==> src/hdl/cmd_status_pkg.sv <==
// Package for the host controller command and status register block
`default_nettype none
package cmd_status_pkg;

    // ==========================================
    // Register map
    localparam logic [15:0] CMD_STATUS_OFFSET = 16'hd008;
    localparam logic [15:0] IRQ_STATUS_OFFSET = 16'hd100;
    localparam logic [15:0] IRQ_MASK_OFFSET = 16'hd104;

    // ==========================================
    // Field positions of command_status
    localparam int SOFT_RESET_POS = 0;
    localparam int CONTROL_PENDING_POS = 1;
    localparam int BULK_PENDING_POS = 2;
    localparam int OWNER_CHANGE_POS = 3;
    localparam int TALLY_LSB = 16;
    localparam int TALLY_MSB = 17;

    // Event bits of the local interrupt status and mask
    localparam int EV_OVERRUN_POS = 0;
    localparam int EV_OWNER_POS = 1;
    localparam int EV_RESET_DONE_POS = 2;
    localparam int EV_WIDTH = 3;

    // ==========================================
    // Reset values
    localparam logic [1:0] TALLY_RESET = 2'h0;
    localparam logic [EV_WIDTH-1:0] EV_RESET = 3'h0;
    localparam logic [31:0] RDATA_RESET = 32'h0;

    // ==========================================
    // Timing
    localparam int CLOCK_MHZ = 200;
    localparam int RESET_LIMIT_US = 10;
    localparam int RESET_HOLD_US = 1;
    // Soft reset runs a fixed hold well inside the limit; longest time rounds down
    localparam int RESET_LIMIT_CYCLES = RESET_LIMIT_US * CLOCK_MHZ;
    localparam int RESET_HOLD_CYCLES = RESET_HOLD_US * CLOCK_MHZ;
    localparam int RESET_CNT_W = 12;

    typedef enum logic [1:0] {
        SR_IDLE = 2'b00,
        SR_HOLD = 2'b01,
        SR_DONE = 2'b11
    } soft_reset_state_t;

    typedef struct packed {
        logic soft_reset_cmd;
        logic control_list_pending;
        logic bulk_list_pending;
        logic owner_change_req;
        logic [1:0] overrun_tally_field;
    } cmd_bits_t;

    typedef struct packed {
        soft_reset_state_t sr_state;
        logic [RESET_CNT_W-1:0] sr_cnt;
        cmd_bits_t cmd;
        logic [EV_WIDTH-1:0] ev_status;
        logic [EV_WIDTH-1:0] ev_mask;
        logic [31:0] rdata;
        logic irq;
        logic owner_flag_set;
        logic oper_reset;
        logic bus_block;
        logic suspend;
        logic bulk_go;
        logic control_go;
    } state_t;

endpackage : cmd_status_pkg
`default_nettype wire

==> src/hdl/usb_host_command_status.sv <==
// Command and status register of the host controller with its list-pending handshake
// ==========================================
`timescale 1ns/1ps
`default_nettype none

module usb_host_command_status (
    input wire logic CLOCK, // System clock, 200 MHz
    input wire logic SYS_RST, // Synchronous reset, active high
    input wire logic [15:0] ADDR, // Register byte address
    input wire logic [31:0] WDATA, // Write data
    input wire logic WR, // Write strobe
    input wire logic RD, // Read strobe
    input wire logic OVERRUN_EVT, // Scheduling overrun pulse from the frame logic
    input wire logic HANDOVER_DONE, // Ownership handover complete pulse
    input wire logic BULK_HEAD, // Engine reached bulk list head, pulse
    input wire logic BULK_TD_FOUND, // Descriptor found while walking bulk list, pulse
    input wire logic CONTROL_HEAD, // Engine reached control list head, pulse
    input wire logic CONTROL_TD_FOUND, // Descriptor found while walking control list, pulse
    output logic [31:0] RDATA, // Read data, valid the cycle after RD
    output logic IRQ, // Level interrupt, unmasked local status set
    output logic OWNER_CHANGE_SET, // Sets ownership-change flag while request stands
    output logic BULK_START, // Start bulk list processing, pulse
    output logic CONTROL_START, // Start control list processing, pulse
    output logic BULK_PENDING, // Current bulk pending bit
    output logic CONTROL_PENDING, // Current control pending bit
    output logic OPER_RESET, // Reset to operational registers, level
    output logic BUS_BLOCK, // Host bus accesses blocked, level
    output logic SUSPEND // Controller held in suspend state
);

    cmd_status_pkg::state_t s_q;
    cmd_status_pkg::state_t s_d;

    function automatic logic hit(input logic [15:0] a, input logic [15:0] off);
        hit = (a == off);
    endfunction : hit

    logic wr_cmd;
    logic rd_cmd;
    logic rd_sts;
    logic rd_msk;
    logic bulk_found;
    logic control_found;
    logic [cmd_status_pkg::EV_WIDTH-1:0] ev_new;

    // ==========================================
    // Next state
    always_comb
    begin
        s_d = s_q;
        wr_cmd = WR && hit(ADDR, cmd_status_pkg::CMD_STATUS_OFFSET);
        rd_cmd = RD && hit(ADDR, cmd_status_pkg::CMD_STATUS_OFFSET);
        rd_sts = RD && hit(ADDR, cmd_status_pkg::IRQ_STATUS_OFFSET);
        rd_msk = RD && hit(ADDR, cmd_status_pkg::IRQ_MASK_OFFSET);
        // Found and head are distinct pulses; head with no found means a quiet list
        bulk_found = BULK_TD_FOUND && s_q.cmd.bulk_list_pending == 1'b0;
        control_found = CONTROL_TD_FOUND && s_q.cmd.control_list_pending == 1'b0;
        ev_new = '0;
        s_d.bulk_go = 1'b0;
        s_d.control_go = 1'b0;

        // Tally runs free and wraps by width
        if (OVERRUN_EVT)
        begin
            s_d.cmd.overrun_tally_field = s_q.cmd.overrun_tally_field + 2'h1;
            ev_new[cmd_status_pkg::EV_OVERRUN_POS] = 1'b1;
        end

        // Engine-side list handshake; software set below wins over engine clear
        if (BULK_HEAD && s_q.cmd.bulk_list_pending)
        begin
            s_d.bulk_go = 1'b1;
            s_d.cmd.bulk_list_pending = 1'b0;
        end
        if (BULK_TD_FOUND)
            s_d.cmd.bulk_list_pending = 1'b1;
        if (CONTROL_HEAD && s_q.cmd.control_list_pending)
        begin
            s_d.control_go = 1'b1;
            s_d.cmd.control_list_pending = 1'b0;
        end
        if (CONTROL_TD_FOUND)
            s_d.cmd.control_list_pending = 1'b1;

        if (HANDOVER_DONE && s_q.cmd.owner_change_req)
        begin
            s_d.cmd.owner_change_req = 1'b0;
            ev_new[cmd_status_pkg::EV_OWNER_POS] = 1'b1;
        end

        // Soft reset sequence: fixed hold, then self-clear
        case (s_q.sr_state)
            cmd_status_pkg::SR_IDLE:
            begin
                if (s_q.cmd.soft_reset_cmd)
                begin
                    s_d.sr_state = cmd_status_pkg::SR_HOLD;
                    s_d.sr_cnt = '0;
                end
            end
            cmd_status_pkg::SR_HOLD:
            begin
                s_d.sr_cnt = s_q.sr_cnt + 12'h001;
                if (s_q.sr_cnt == 12'(cmd_status_pkg::RESET_HOLD_CYCLES - 1))
                    s_d.sr_state = cmd_status_pkg::SR_DONE;
            end
            cmd_status_pkg::SR_DONE:
            begin
                s_d.cmd.soft_reset_cmd = 1'b0;
                ev_new[cmd_status_pkg::EV_RESET_DONE_POS] = 1'b1;
                s_d.sr_state = cmd_status_pkg::SR_IDLE;
            end
            default:
                s_d.sr_state = cmd_status_pkg::SR_IDLE;
        endcase
        // Reset reaches only operational registers; no root hub reset output exists
        s_d.oper_reset = (s_d.sr_state == cmd_status_pkg::SR_HOLD);
        s_d.bus_block = (s_d.sr_state == cmd_status_pkg::SR_HOLD);
        s_d.suspend = (s_d.sr_state == cmd_status_pkg::SR_HOLD);

        // Command writes set only, zeros change nothing; a mask write replaces the whole mask
        if (wr_cmd)
        begin
            if (WDATA[cmd_status_pkg::SOFT_RESET_POS])
                s_d.cmd.soft_reset_cmd = 1'b1;
            if (WDATA[cmd_status_pkg::CONTROL_PENDING_POS])
                s_d.cmd.control_list_pending = 1'b1;
            if (WDATA[cmd_status_pkg::BULK_PENDING_POS])
                s_d.cmd.bulk_list_pending = 1'b1;
            if (WDATA[cmd_status_pkg::OWNER_CHANGE_POS])
                s_d.cmd.owner_change_req = 1'b1;
        end
        if (WR && hit(ADDR, cmd_status_pkg::IRQ_MASK_OFFSET))
            s_d.ev_mask = WDATA[cmd_status_pkg::EV_WIDTH-1:0];

        // Read clears status, a new event in the same cycle stays set
        if (rd_sts)
            s_d.ev_status = ev_new;
        else
            s_d.ev_status = s_q.ev_status | ev_new;
        s_d.irq = |(s_d.ev_status & s_d.ev_mask);

        s_d.owner_flag_set = s_d.cmd.owner_change_req;

        s_d.rdata = '0;
        if (rd_cmd)
        begin
            s_d.rdata[cmd_status_pkg::SOFT_RESET_POS] = s_q.cmd.soft_reset_cmd;
            s_d.rdata[cmd_status_pkg::CONTROL_PENDING_POS] = s_q.cmd.control_list_pending;
            s_d.rdata[cmd_status_pkg::BULK_PENDING_POS] = s_q.cmd.bulk_list_pending;
            s_d.rdata[cmd_status_pkg::OWNER_CHANGE_POS] = s_q.cmd.owner_change_req;
            s_d.rdata[cmd_status_pkg::TALLY_MSB:cmd_status_pkg::TALLY_LSB] =
                s_q.cmd.overrun_tally_field;
        end
        else if (rd_sts)
            s_d.rdata[cmd_status_pkg::EV_WIDTH-1:0] = s_q.ev_status;
        else if (rd_msk)
            s_d.rdata[cmd_status_pkg::EV_WIDTH-1:0] = s_q.ev_mask;
    end

    // ==========================================
    // State register
    always_ff @(posedge CLOCK)
    begin
        if (SYS_RST)
        begin
            s_q <= '0;
            s_q.sr_state <= cmd_status_pkg::SR_IDLE;
            s_q.cmd.overrun_tally_field <= cmd_status_pkg::TALLY_RESET;
            s_q.ev_status <= cmd_status_pkg::EV_RESET;
            s_q.ev_mask <= cmd_status_pkg::EV_RESET;
            s_q.rdata <= cmd_status_pkg::RDATA_RESET;
        end
        else
            s_q <= s_d;
    end

    assign RDATA = s_q.rdata;
    assign IRQ = s_q.irq;
    assign OWNER_CHANGE_SET = s_q.owner_flag_set;
    assign BULK_START = s_q.bulk_go;
    assign CONTROL_START = s_q.control_go;
    assign BULK_PENDING = s_q.cmd.bulk_list_pending;
    assign CONTROL_PENDING = s_q.cmd.control_list_pending;
    assign OPER_RESET = s_q.oper_reset;
    assign BUS_BLOCK = s_q.bus_block;
    assign SUSPEND = s_q.suspend;

    // ==========================================
    // Checks

    logic [12:0] sr_age_q;
    always_ff @(posedge CLOCK)
    begin
        if (SYS_RST || !s_q.cmd.soft_reset_cmd)
            sr_age_q <= '0;
        else if (sr_age_q != 13'h1fff)
            sr_age_q <= sr_age_q + 13'h0001;
    end

    a_tally_wraps: assert property (@(posedge CLOCK) disable iff (SYS_RST)
        OVERRUN_EVT |=> s_q.cmd.overrun_tally_field == $past(s_q.cmd.overrun_tally_field) + 2'h1)
        else $error("overrun tally did not advance");
    a_tally_with_flag: assert property (@(posedge CLOCK) disable iff (SYS_RST)
        OVERRUN_EVT && s_q.ev_status[cmd_status_pkg::EV_OVERRUN_POS]
        |=> s_q.cmd.overrun_tally_field != $past(s_q.cmd.overrun_tally_field))
        else $error("tally held while overrun flag set");
    a_owner_flag: assert property (@(posedge CLOCK) disable iff (SYS_RST)
        s_q.cmd.owner_change_req |-> OWNER_CHANGE_SET)
        else $error("ownership flag not raised during request");
    a_owner_clear: assert property (@(posedge CLOCK) disable iff (SYS_RST)
        HANDOVER_DONE && !(wr_cmd && WDATA[3]) |=> !s_q.cmd.owner_change_req)
        else $error("request not cleared after handover");
    a_bulk_no_start: assert property (@(posedge CLOCK) disable iff (SYS_RST)
        BULK_HEAD && !s_q.cmd.bulk_list_pending |=> !BULK_START)
        else $error("bulk started with pending clear");
    a_bulk_start_clear: assert property (@(posedge CLOCK) disable iff (SYS_RST)
        BULK_HEAD && s_q.cmd.bulk_list_pending && !BULK_TD_FOUND && !wr_cmd
        |=> BULK_START && !BULK_PENDING)
        else $error("bulk start or clear missing");
    a_bulk_refill: assert property (@(posedge CLOCK) disable iff (SYS_RST)
        BULK_TD_FOUND |=> BULK_PENDING)
        else $error("bulk pending not refilled");
    a_ctrl_no_start: assert property (@(posedge CLOCK) disable iff (SYS_RST)
        CONTROL_HEAD && !s_q.cmd.control_list_pending |=> !CONTROL_START)
        else $error("control started with pending clear");
    a_ctrl_start_clear: assert property (@(posedge CLOCK) disable iff (SYS_RST)
        CONTROL_HEAD && s_q.cmd.control_list_pending && !CONTROL_TD_FOUND && !wr_cmd
        |=> CONTROL_START && !CONTROL_PENDING)
        else $error("control start or clear missing");
    a_ctrl_refill: assert property (@(posedge CLOCK) disable iff (SYS_RST)
        CONTROL_TD_FOUND |=> CONTROL_PENDING)
        else $error("control pending not refilled");
    a_reset_blocks: assert property (@(posedge CLOCK) disable iff (SYS_RST)
        s_q.sr_state == cmd_status_pkg::SR_HOLD |-> BUS_BLOCK && SUSPEND && OPER_RESET)
        else $error("soft reset not blocking bus");
    a_reset_time: assert property (@(posedge CLOCK) disable iff (SYS_RST)
        sr_age_q <= 13'(cmd_status_pkg::RESET_LIMIT_CYCLES))
        else $error("soft reset exceeded limit");
    a_zero_write: assert property (@(posedge CLOCK) disable iff (SYS_RST)
        wr_cmd && WDATA[3:0] == 4'h0 && !HANDOVER_DONE && s_q.cmd.owner_change_req
        |=> s_q.cmd.owner_change_req)
        else $error("zero write cleared request");

    // ==========================================
    // Checks on tally and ownership
    a_tally_hold: assert property (@(posedge CLOCK) disable iff (SYS_RST)
        !OVERRUN_EVT |=> s_q.cmd.overrun_tally_field == $past(s_q.cmd.overrun_tally_field))
        else $error("overrun tally moved without an overrun");

    // Read data carry the tally as it stood at the read strobe
    a_tally_read: assert property (@(posedge CLOCK) disable iff (SYS_RST)
        rd_cmd |=> RDATA[cmd_status_pkg::TALLY_MSB:cmd_status_pkg::TALLY_LSB] ==
            $past(s_q.cmd.overrun_tally_field))
        else $error("tally read back wrong");

    a_owner_set: assert property (@(posedge CLOCK) disable iff (SYS_RST)
        wr_cmd && WDATA[cmd_status_pkg::OWNER_CHANGE_POS] |=> OWNER_CHANGE_SET)
        else $error("ownership flag missing after request write");

    // A request stays down until software writes a one again
    a_owner_hold: assert property (@(posedge CLOCK) disable iff (SYS_RST)
        !s_q.cmd.owner_change_req && !(wr_cmd && WDATA[cmd_status_pkg::OWNER_CHANGE_POS])
        |=> !OWNER_CHANGE_SET)
        else $error("ownership request rose on its own");

    a_owner_status: assert property (@(posedge CLOCK) disable iff (SYS_RST)
        HANDOVER_DONE && s_q.cmd.owner_change_req
        |=> s_q.ev_status[cmd_status_pkg::EV_OWNER_POS])
        else $error("handover not recorded in status");

    // ==========================================
    // Checks on the list handshake
    a_bulk_sw_set: assert property (@(posedge CLOCK) disable iff (SYS_RST)
        wr_cmd && WDATA[cmd_status_pkg::BULK_PENDING_POS] |=> BULK_PENDING)
        else $error("bulk pending write lost");

    // Only a descriptor or a software write may raise an empty list
    a_bulk_stop: assert property (@(posedge CLOCK) disable iff (SYS_RST)
        !BULK_PENDING && !BULK_TD_FOUND && !(wr_cmd && WDATA[cmd_status_pkg::BULK_PENDING_POS])
        |=> !BULK_PENDING)
        else $error("bulk pending rose with no cause");

    a_bulk_start_cause: assert property (@(posedge CLOCK) disable iff (SYS_RST)
        BULK_START |-> $past(BULK_HEAD) && $past(s_q.cmd.bulk_list_pending))
        else $error("bulk started without head and pending");

    a_bulk_zero_keep: assert property (@(posedge CLOCK) disable iff (SYS_RST)
        wr_cmd && !WDATA[cmd_status_pkg::BULK_PENDING_POS] && !BULK_HEAD && BULK_PENDING
        |=> BULK_PENDING)
        else $error("zero write dropped bulk pending");

    a_ctrl_sw_set: assert property (@(posedge CLOCK) disable iff (SYS_RST)
        wr_cmd && WDATA[cmd_status_pkg::CONTROL_PENDING_POS] |=> CONTROL_PENDING)
        else $error("control pending write lost");

    a_ctrl_stop: assert property (@(posedge CLOCK) disable iff (SYS_RST)
        !CONTROL_PENDING && !CONTROL_TD_FOUND
        && !(wr_cmd && WDATA[cmd_status_pkg::CONTROL_PENDING_POS])
        |=> !CONTROL_PENDING)
        else $error("control pending rose with no cause");

    a_ctrl_start_cause: assert property (@(posedge CLOCK) disable iff (SYS_RST)
        CONTROL_START |-> $past(CONTROL_HEAD) && $past(s_q.cmd.control_list_pending))
        else $error("control started without head and pending");

    a_ctrl_zero_keep: assert property (@(posedge CLOCK) disable iff (SYS_RST)
        wr_cmd && !WDATA[cmd_status_pkg::CONTROL_PENDING_POS]
        && !CONTROL_HEAD && CONTROL_PENDING
        |=> CONTROL_PENDING)
        else $error("zero write dropped control pending");

    // ==========================================
    // Checks on the soft reset sequence
    a_reset_entry: assert property (@(posedge CLOCK) disable iff (SYS_RST)
        s_q.sr_state == cmd_status_pkg::SR_IDLE && s_q.cmd.soft_reset_cmd
        |=> SUSPEND && BUS_BLOCK && OPER_RESET)
        else $error("soft reset did not enter suspend");

    a_soft_set: assert property (@(posedge CLOCK) disable iff (SYS_RST)
        wr_cmd && WDATA[cmd_status_pkg::SOFT_RESET_POS] |=> s_q.cmd.soft_reset_cmd)
        else $error("soft reset write lost");

    // The hold count must never run past its end, or the limit is at risk
    a_reset_hold_len: assert property (@(posedge CLOCK) disable iff (SYS_RST)
        s_q.sr_state == cmd_status_pkg::SR_HOLD |->
            s_q.sr_cnt < 12'(cmd_status_pkg::RESET_HOLD_CYCLES))
        else $error("soft reset hold overran its count");

    a_reset_self_clear: assert property (@(posedge CLOCK) disable iff (SYS_RST)
        s_q.sr_state == cmd_status_pkg::SR_DONE
        && !(wr_cmd && WDATA[cmd_status_pkg::SOFT_RESET_POS]) |=> !s_q.cmd.soft_reset_cmd)
        else $error("soft reset bit not cleared at the end");

    a_reset_done_flag: assert property (@(posedge CLOCK) disable iff (SYS_RST)
        s_q.sr_state == cmd_status_pkg::SR_DONE
        |=> s_q.ev_status[cmd_status_pkg::EV_RESET_DONE_POS])
        else $error("reset done not recorded in status");

    // Outside the hold the rest of the controller must see the bus open again
    a_reset_release: assert property (@(posedge CLOCK) disable iff (SYS_RST)
        s_q.sr_state != cmd_status_pkg::SR_HOLD |-> !SUSPEND && !BUS_BLOCK && !OPER_RESET)
        else $error("soft reset outputs stuck");

    // ==========================================
    // Coverage of the main scenarios
    c_overrun_wrap: cover property (@(posedge CLOCK)
        OVERRUN_EVT && s_q.cmd.overrun_tally_field == 2'h3);
    c_bulk_start: cover property (@(posedge CLOCK) BULK_START);
    c_ctrl_start: cover property (@(posedge CLOCK) CONTROL_START);
    c_soft_reset: cover property (@(posedge CLOCK) s_q.sr_state == cmd_status_pkg::SR_DONE);
    c_list_rearm: cover property (@(posedge CLOCK) bulk_found || control_found);

endmodule : usb_host_command_status
`default_nettype wire

==> config.mk <==
export PLATFORM = sky130hd
export DESIGN_NAME = usb_host_command_status
export DESIGN_NICKNAME = d
export VERILOG_FILES = /design/src/hdl/cmd_status_pkg.sv /design/src/hdl/usb_host_command_status.sv
export SDC_FILE = /design/constraint.sdc
export NUM_CORES = 1
export LEC_CHECK = 0
export BUFFER_PORTS_ARGS = -buffer_cell sky130_fd_sc_hd__buf_2
export CORE_UTILIZATION = 45
export DETAILED_ROUTE_END_ITERATION = 12
export PLACE_DENSITY = 0.8
export SLEW_MARGIN = 20
export SYNTH_ARGS = -nofsm -noshare
export SYNTH_HDL_FRONTEND = slang
export SYNTH_SLANG_ARGS = --single-unit
==> constraint.sdc <==
create_clock -name CLOCK -period 1.65 [get_ports CLOCK]
set_input_delay 0.165 -clock CLOCK [delete_from_list [all_inputs] [get_ports CLOCK]]
set_output_delay 0.165 -clock CLOCK [all_outputs]
set_load 0.03 [all_outputs]
Word-level counts from Yosys, hierarchy flattened

Cells that the tools add are included.

$add $sub $neg: 2
Multiplexer cells: 25
Bitwise gates (word level): 3
Reductions and logical operators: 13
Equal/unequal tests: 8

Operator list:

| operator              | number |
|---|---|
| $eq 16x16->1 const B  | 3 |
| $pmux 12 s2           | 1 |
| $mux 1                | 15 |
| $mux 3                | 5 |
| $mux 14               | 1 |
| $add 12x1->12 const B | 1 |
| $eq 12x8->1 const B   | 1 |
| $logic_and 1x1->1     | 8 |
| $eq 2x1->1 const B    | 2 |
| $mux 4                | 1 |
| $pmux 2 s2            | 1 |
| $and 3x3->3           | 1 |
| $or 3x3->3            | 1 |
| $reduce_or 3->1       | 1 |
| $add 2x1->2 const B   | 1 |
| $eq 2x2->1 const B    | 1 |
| $logic_not 2->1       | 1 |
| $mux 2                | 1 |
| $ne 2x2->1 const B    | 1 |
| $reduce_and 2->1      | 1 |
| $reduce_bool 2->1     | 1 |
| $reduce_or 2->1       | 1 |
| $not 1->1             | 1 |

Bits of input ports: 58
Word-level logic and storage cells: 67
Output and inout port bits: 41
Flip-flop bits (word level): 62

Logic depth before layout (Yosys ltp)

Gate-level depths: netlist of run 1.

Depth in word-level cells: 6
Mapped depth: 6
Gate-level depth less buffers: 6

Least setup slack after synthesis of run 1

No wires, ideal clock.

Path type: reg-to-reg
Start point: reg s_q[51] in the netlist's numbering
End point: reg s_q[59] in the netlist's numbering
Cell stages (with the launch flop): 7
Path buffers: 0
Path slack: 0.175 ns
Arrival time: 1.347 ns
Clock period less this slack: 1.475 ns
Required time: 1.522 ns
Path through: dfxtp_1 -> ha_1 -> nand2_1 -> or4_1 -> nand3_1 -> o21a_1 -> nor2_1

Longest elaborated chain between the ends: 2

Ends and longest elaborated chain:

| item            | line                           | RTL |
|---|---|---|
| start, declared | usb_host_command_status.sv:31  | `cmd_status_pkg::state_t s_q;` |
| $add 12x1->12   | usb_host_command_status.sv:103 | `s_d.sr_cnt = s_q.sr_cnt + 12'h001;` |
| $pmux 12 s2     | usb_host_command_status.sv:92  | `case (s_q.sr_state)` |

No other way between the ends.
A chain may end at the register's enable or synchronous reset.

Worst setup path in the final report of run 1

Same ends and word-level chain as after synthesis.

==> results of run 1 <==
worst min path at each step:
stage                                 end  slack (ps)  cells past startpoint
final                     CONTROL_PENDING         100                      3
after global routing         BULK_PENDING         110                      3
after CTS                 CONTROL_PENDING          90                      3
after detailed placement  CONTROL_PENDING         390                      3
after global placement       BULK_PENDING         390                      3
after floorplan                   s_q[42]         280                      2
sequential cells by signal, indices dropped and copies added, names as in the netlist:
signal,count
CONTROL_PENDING,1
s_q,23
SUSPEND,1
CONTROL_START,1
BULK_START,1
IRQ,1
OWNER_CHANGE_SET,1
BULK_PENDING,1
RDATA,6
power groups by stage:
stage,combinational (W),sequential (W),clock [W]
after global placement,0.000181,0.000907,0
after global routing,0.000200,0.000889,0.000679
after floorplan,0.000169,0.000915,0
after CTS,0.000184,0.000888,0.000647
after detailed placement,0.000184,0.000907,0
final,0.000185,0.000888,0.000632
logic make-up after synthesis:
logic type / after synthesis / share of synthesized area
buf+inv: 45 / 0.1638
compound gates: 32 / 0.1175
xor+xnor: 2 / 0.009398
mux: 7 / 0.03960
other cells: 1 / 0.002011
simple gates: 96 / 0.2745
flops: 36 / 0.3866
fa+ha+maj: 1 / 0.006710
final cells by class:
| type | instances | area, um2 |
|---|---|---|
| fillers | 387 | 1917 |
| well taps | 50 | 62.56 |
| repair buffers | 49 | 257.7 |
| multi-input cells | 164 | 932.1 |
| flip-flops and latches | 36 | 721.9 |
| clock buffers | 8 | 90.09 |
| inverters | 5 | 18.77 |
through the flow:
stage               worst slack, ps  instance area (um2)  power (W)  cells
floorplan                     175.0                 1958   0.001084    245
detailed placement            47.30                 1992   0.001091    304
finish                        114.1                 2083   0.001704    312
CTS                           74.82                 2082   0.001719    312
global placement              34.88                 1992   0.001088    304
global route                  22.12                 2083   0.001767    312
layout by cell type (no fill, tap or decap), types with 3 or more instances in the layout:
cell type  count
and2_1         4
nand2b_1       3
inv_1          5
clkbuf_8       6
nand2_1       13
nor2b_1        3
nand3_1       10
or3_1          3
mux2i_1        4
buf_4          5
conb_1        26
mux2_1         3
nor2_1        32
nand4_1        3
nor3_1         4
buf_2         44
and3_1         3
dfxtp_1       35
a21oi_1       12
worst max-delay path: stages, from the launching register on:
cell,delay [ps]
dfxtp_2,360
ha_1,170
nand2_1,120
or4_1,520
nand3_1,100
o21a_1,120
nor2_1,30
layer usage:
metal,routed length [um],part of all wire,vias to the layer above
li1,-,-,778
met1,1604,0.45,715
met2,1706,0.48,47
met3,164,0.046,7
met4,62,0.018,0
met5,0,0,-
==> impl_metrics.ini, run 1 <==
[placement]
routabilityCongestion = 0.8395
place_hpwl_um = 2699
port_buffers = 44

[cts]
cts_buffers = 5
worstSkewPairLatency_ps = 290
hold_buffers = 0
clk_path_buf_depth = 2
h-tree-depth = 2
cts_tree = yes
clock-sinks = 36
clkTransAtPathRegs_ps = 70
cts-root-buf = clkbuf_8
cts_resized = 0
postCtsSetupBuffers = 0

[sta]
rsz0062_at_grt = no
fin_setup_tns_ps = 0
holdWs_ps = 104.6
min_period_ps = 1536
hold_violations = 0
maxSlewViolCount = 0
setup_viol = 0
clock_skew_ps = 4.383
fin_crit_sh = 0.9308
fmax_mhz = 651.1

[yosys]
yosysMostFrequentCell = dfxtp_1
synth_area_leaders = dfxtp_1, buf_4, nor2_1, a21oi_1, nand3_1
ys_warn_count = 0
synth_top_area_cell = dfxtp_1
yosysSeqAreaShare = 0.3866
synthArstFlopShare = 0
ys_seq_elements = 36
syn_avg_cell_area_um2 = 8.474
ys_types = 53
ys_top_cells_by_count = dfxtp_1, buf_4, nor2_1
ys.flop_type = dfxtp_1
yosysTopAreaCellShare = 0.3866
syn_area_um2 = 1864
synth_edf_count = 0
netlist_instances = 220

[global_routing]
grt_overflow = 0
grt_usage = 0.1735
use_met1 = 0.2052
gr-usage-met2 = 0.2959
grt_max_degree = 28
grt_first_pass_wirelength_um = 5823
global_route.peak_usage_layer = met2
use_met3 = 0.03966
antenna_found_initial = 0
grt_pass1_vias = 1379

[floorplanning]
die_y_um = 66.37
ios = 99
rows = 23
die_x_um = 66.37
die-area_um2 = 4404
coreArea_um2 = 4000
start_util = 0.4661

[setup_path]
crit_arrival_ps = 1710
ff2ff_path_depth = 6
crit_start = s_q[51]
crit_required_ps = 1820
regToRegStartpoint = s_q[51]
cp-end-kind = register
critPathMaxFanout = 4
r2r-end = s_q[59]
critPathLaunchType = register
crit_path_end = s_q[59]
r2r_slack_ps = 110
crit_type = reg -> reg

[detailed_routing]
drcViolationCount = 0
drt_pass1_iterations = 4
avgViaCountPerCell = 4.958
wl_per_cell_um = 11.34
vias = 1547
ant_nets = 0
dr.first_iter.drc_count = 108
totalWireLength_um = 3538

[layout]
final_util = 0.5208
layout-drive-gt1-share = 0.2557
syn2layout_area_growth_pct = 11.75
antenna_cells = 0
final_net_count = 320

[power_and_ir_drop]
switching_power_w = 0.0004370
clkPwrFrac = 0.371
power_frac_comb = 0.108
powerDensity_nw_per_um2 = 818.2
power.leakage_nw = 0.8907
intPower_w = 0.001267
vdd_drop_max_mv = 0.3105
power_frac_seq = 0.521
p_sw_frac = 0.2564

[worst_hold_path]
hold_class = in -> reg
min_from = CONTROL_TD_FOUND

[status]
status = finished clean

[run]
max-cap-violations = 0
Note: power is estimated with default switching activity, not from simulation.
==> run 2, diff against run 1 <==
- RECOVER_POWER: not set -> 50
==> impl_metrics.ini, run 2 (synthesis gave the netlist of run 1 again) <==
[cts]
cts_buffers = 5
cts-root-buf = clkbuf_8
clkTransAtPathRegs_ps = 70
clk_path_buf_depth = 2
h-tree-depth = 2
clock-sinks = 36
cts_tree = yes
postCtsSetupBuffers = 0
worstSkewPairLatency_ps = 290

[layout]
final_net_count = 320
antenna_cells = 0
top_register = s_q
layout_commonest_cell = dfxtp_1
syn2layout_area_growth_pct = 10.40
fill_cells = 400
layout_common_cells = dfxtp_1, nor2_1, buf_2, conb_1, clkbuf_1
layout-drive-gt1-share = 0.1947
largest_reg_flops = 23
final_cell_area_um2 = 2058

[status]
status = finished clean

[placement]
place_area_um2 = 1992
routabilityCongestion = 0.8395
place_hpwl_um = 2699
port_buffers = 44

[setup_path]
crit_arrival_ps = 1710
crit_family = simple AND/OR/NAND/NOR gates
cp-end-kind = register
crit_start = s_q[51]
path_cells = ha_1 -> nand2_1 -> or4_1 -> nand3_1 -> o21a_1 -> nor2_1
cpMaxStageDelayCell = or4_1
critPathLaunchType = register
max_stage_delay_ps = 520
regToRegStartpoint = s_q[51]
critPathMaxFanout = 4
crit_required_ps = 1820
crit_type = reg -> reg
cp_num_buf_inv = 0

[sta]
fmax_mhz = 650.2
min_period_ps = 1538
fin_crit_sh = 0.9321
clock_skew_ps = 3.796
fin_setup_tns_ps = 0
rsz0062_at_grt = no
hold_violations = 0
maxSlewViolCount = 0
setup_viol = 0

[floorplanning]
start_util = 0.4661
ios = 99
die-area_um2 = 4404
die_x_um = 66.37
rows = 23
die_y_um = 66.37
coreArea_um2 = 4000

[detailed_routing]
drt_pass1_iterations = 4
vias = 1542
drcViolationCount = 0
avgViaCountPerCell = 4.942
totalWireLength_um = 3547
ant_nets = 0
wl_per_cell_um = 11.37
dr.first_iter.drc_count = 100

[global_routing]
grt_overflow = 0
grt_first_pass_wirelength_um = 5823
grt_max_degree = 28
antenna_found_initial = 0
grt_usage = 0.1735
grt_pass1_vias = 1379

[power_and_ir_drop]
powerDensity_nw_per_um2 = 827.0
vdd_drop_max_mv = 0.3100
power.leakage_nw = 0.8124

[run]
max-cap-violations = 0

[worst_hold_path]
min_from = CONTROL_TD_FOUND
hold_class = in -> reg
==> run 2: cell types whose count changed in the layout (fill, tap and decap cells not counted), sizes merged <==
cell / previous run / this run
buf: 49 / 34
clkbuf: 8 / 23
==> run 2: worst register-to-register path: cells and delay by family, from the launching register on <==
kind	cells	cell delay, ps
AND/OR/NAND/NOR	4	770
flip-flops	1	360
adder cells (fa/ha/maj)	1	170
AO/OA/AOI/OAI	1	120
==> run 2: path summary, 6_finish.rpt <==
| kind | endpoint | slack, ps | depth (start not counted) |
|---|---|---|---|
| setup / recovery | s_q[59] | 110 | 6 |
| hold / removal | CONTROL_PENDING | 100 | 3 |
| setup reg to reg | s_q[59] | 110 | 6 |
| hold reg to reg | s_q[51] | 470 | 1 |
==> run 2: final cells by class <==
cell class	count	area, um2	share of cell area
Multi-Input combinational cell	164	925.9	0.4498
Sequential cell	36	721.9	0.3508
Timing Repair Buffer	49	239.0	0.1161
Clock buffer	8	90.09	0.04377
Tap cell	50	62.56	0.03040
Inverter	5	18.77	0.009119
==> run 2: per-layer routing <==
layer	vias to the layer above	track usage	wire (um)
li1	778	-	-
met1	714	0.2052	1626
met2	43	0.2959	1706
met3	7	0.03966	151
met4	0	0.07713	62
met5	-	0	0
==> run 2: power breakdown <==
| group | switching, W | internal, W | total (W) |
|---|---|---|---|
| clock network | 0.000291 | 0.000340 | 0.000631 |
| registers | 0.00000800 | 0.000880 | 0.000888 |
| logic | 0.000137 | 0.0000459 | 0.000183 |
| total | 0.000436 | 0.00127 | 0.00170 |
==> run 2: through the flow <==
| step | worst slack, ps | utilization | cells | hold slack, ps | power [W] |
|---|---|---|---|---|---|
| 2_1_floorplan | 175.0 | - | 245 | 280.9 | 0.001084 |
| 3_3_place_gp | 34.88 | 0.4980 | 304 | 388.4 | 0.001088 |
| 3_5_place_dp | 47.30 | 0.4980 | 304 | 389.7 | 0.001091 |
| 4_1_cts | 74.82 | 0.5205 | 312 | 94.74 | 0.001719 |
| 5_1_grt | 22.12 | 0.5145 | 312 | 113.7 | 0.001765 |
| 6_report | 112.0 | 0.5145 | 312 | 104.4 | 0.001702 |
==> run 2: timing repair <==
| action | CTS | global route |
|---|---|---|
| endpoints found under the setup margin | 0 | 1 |
| hold endpoints to repair | 0 | 0 |
| hold buffers | 0 | 0 |
| resized for setup | 0 | 1 |
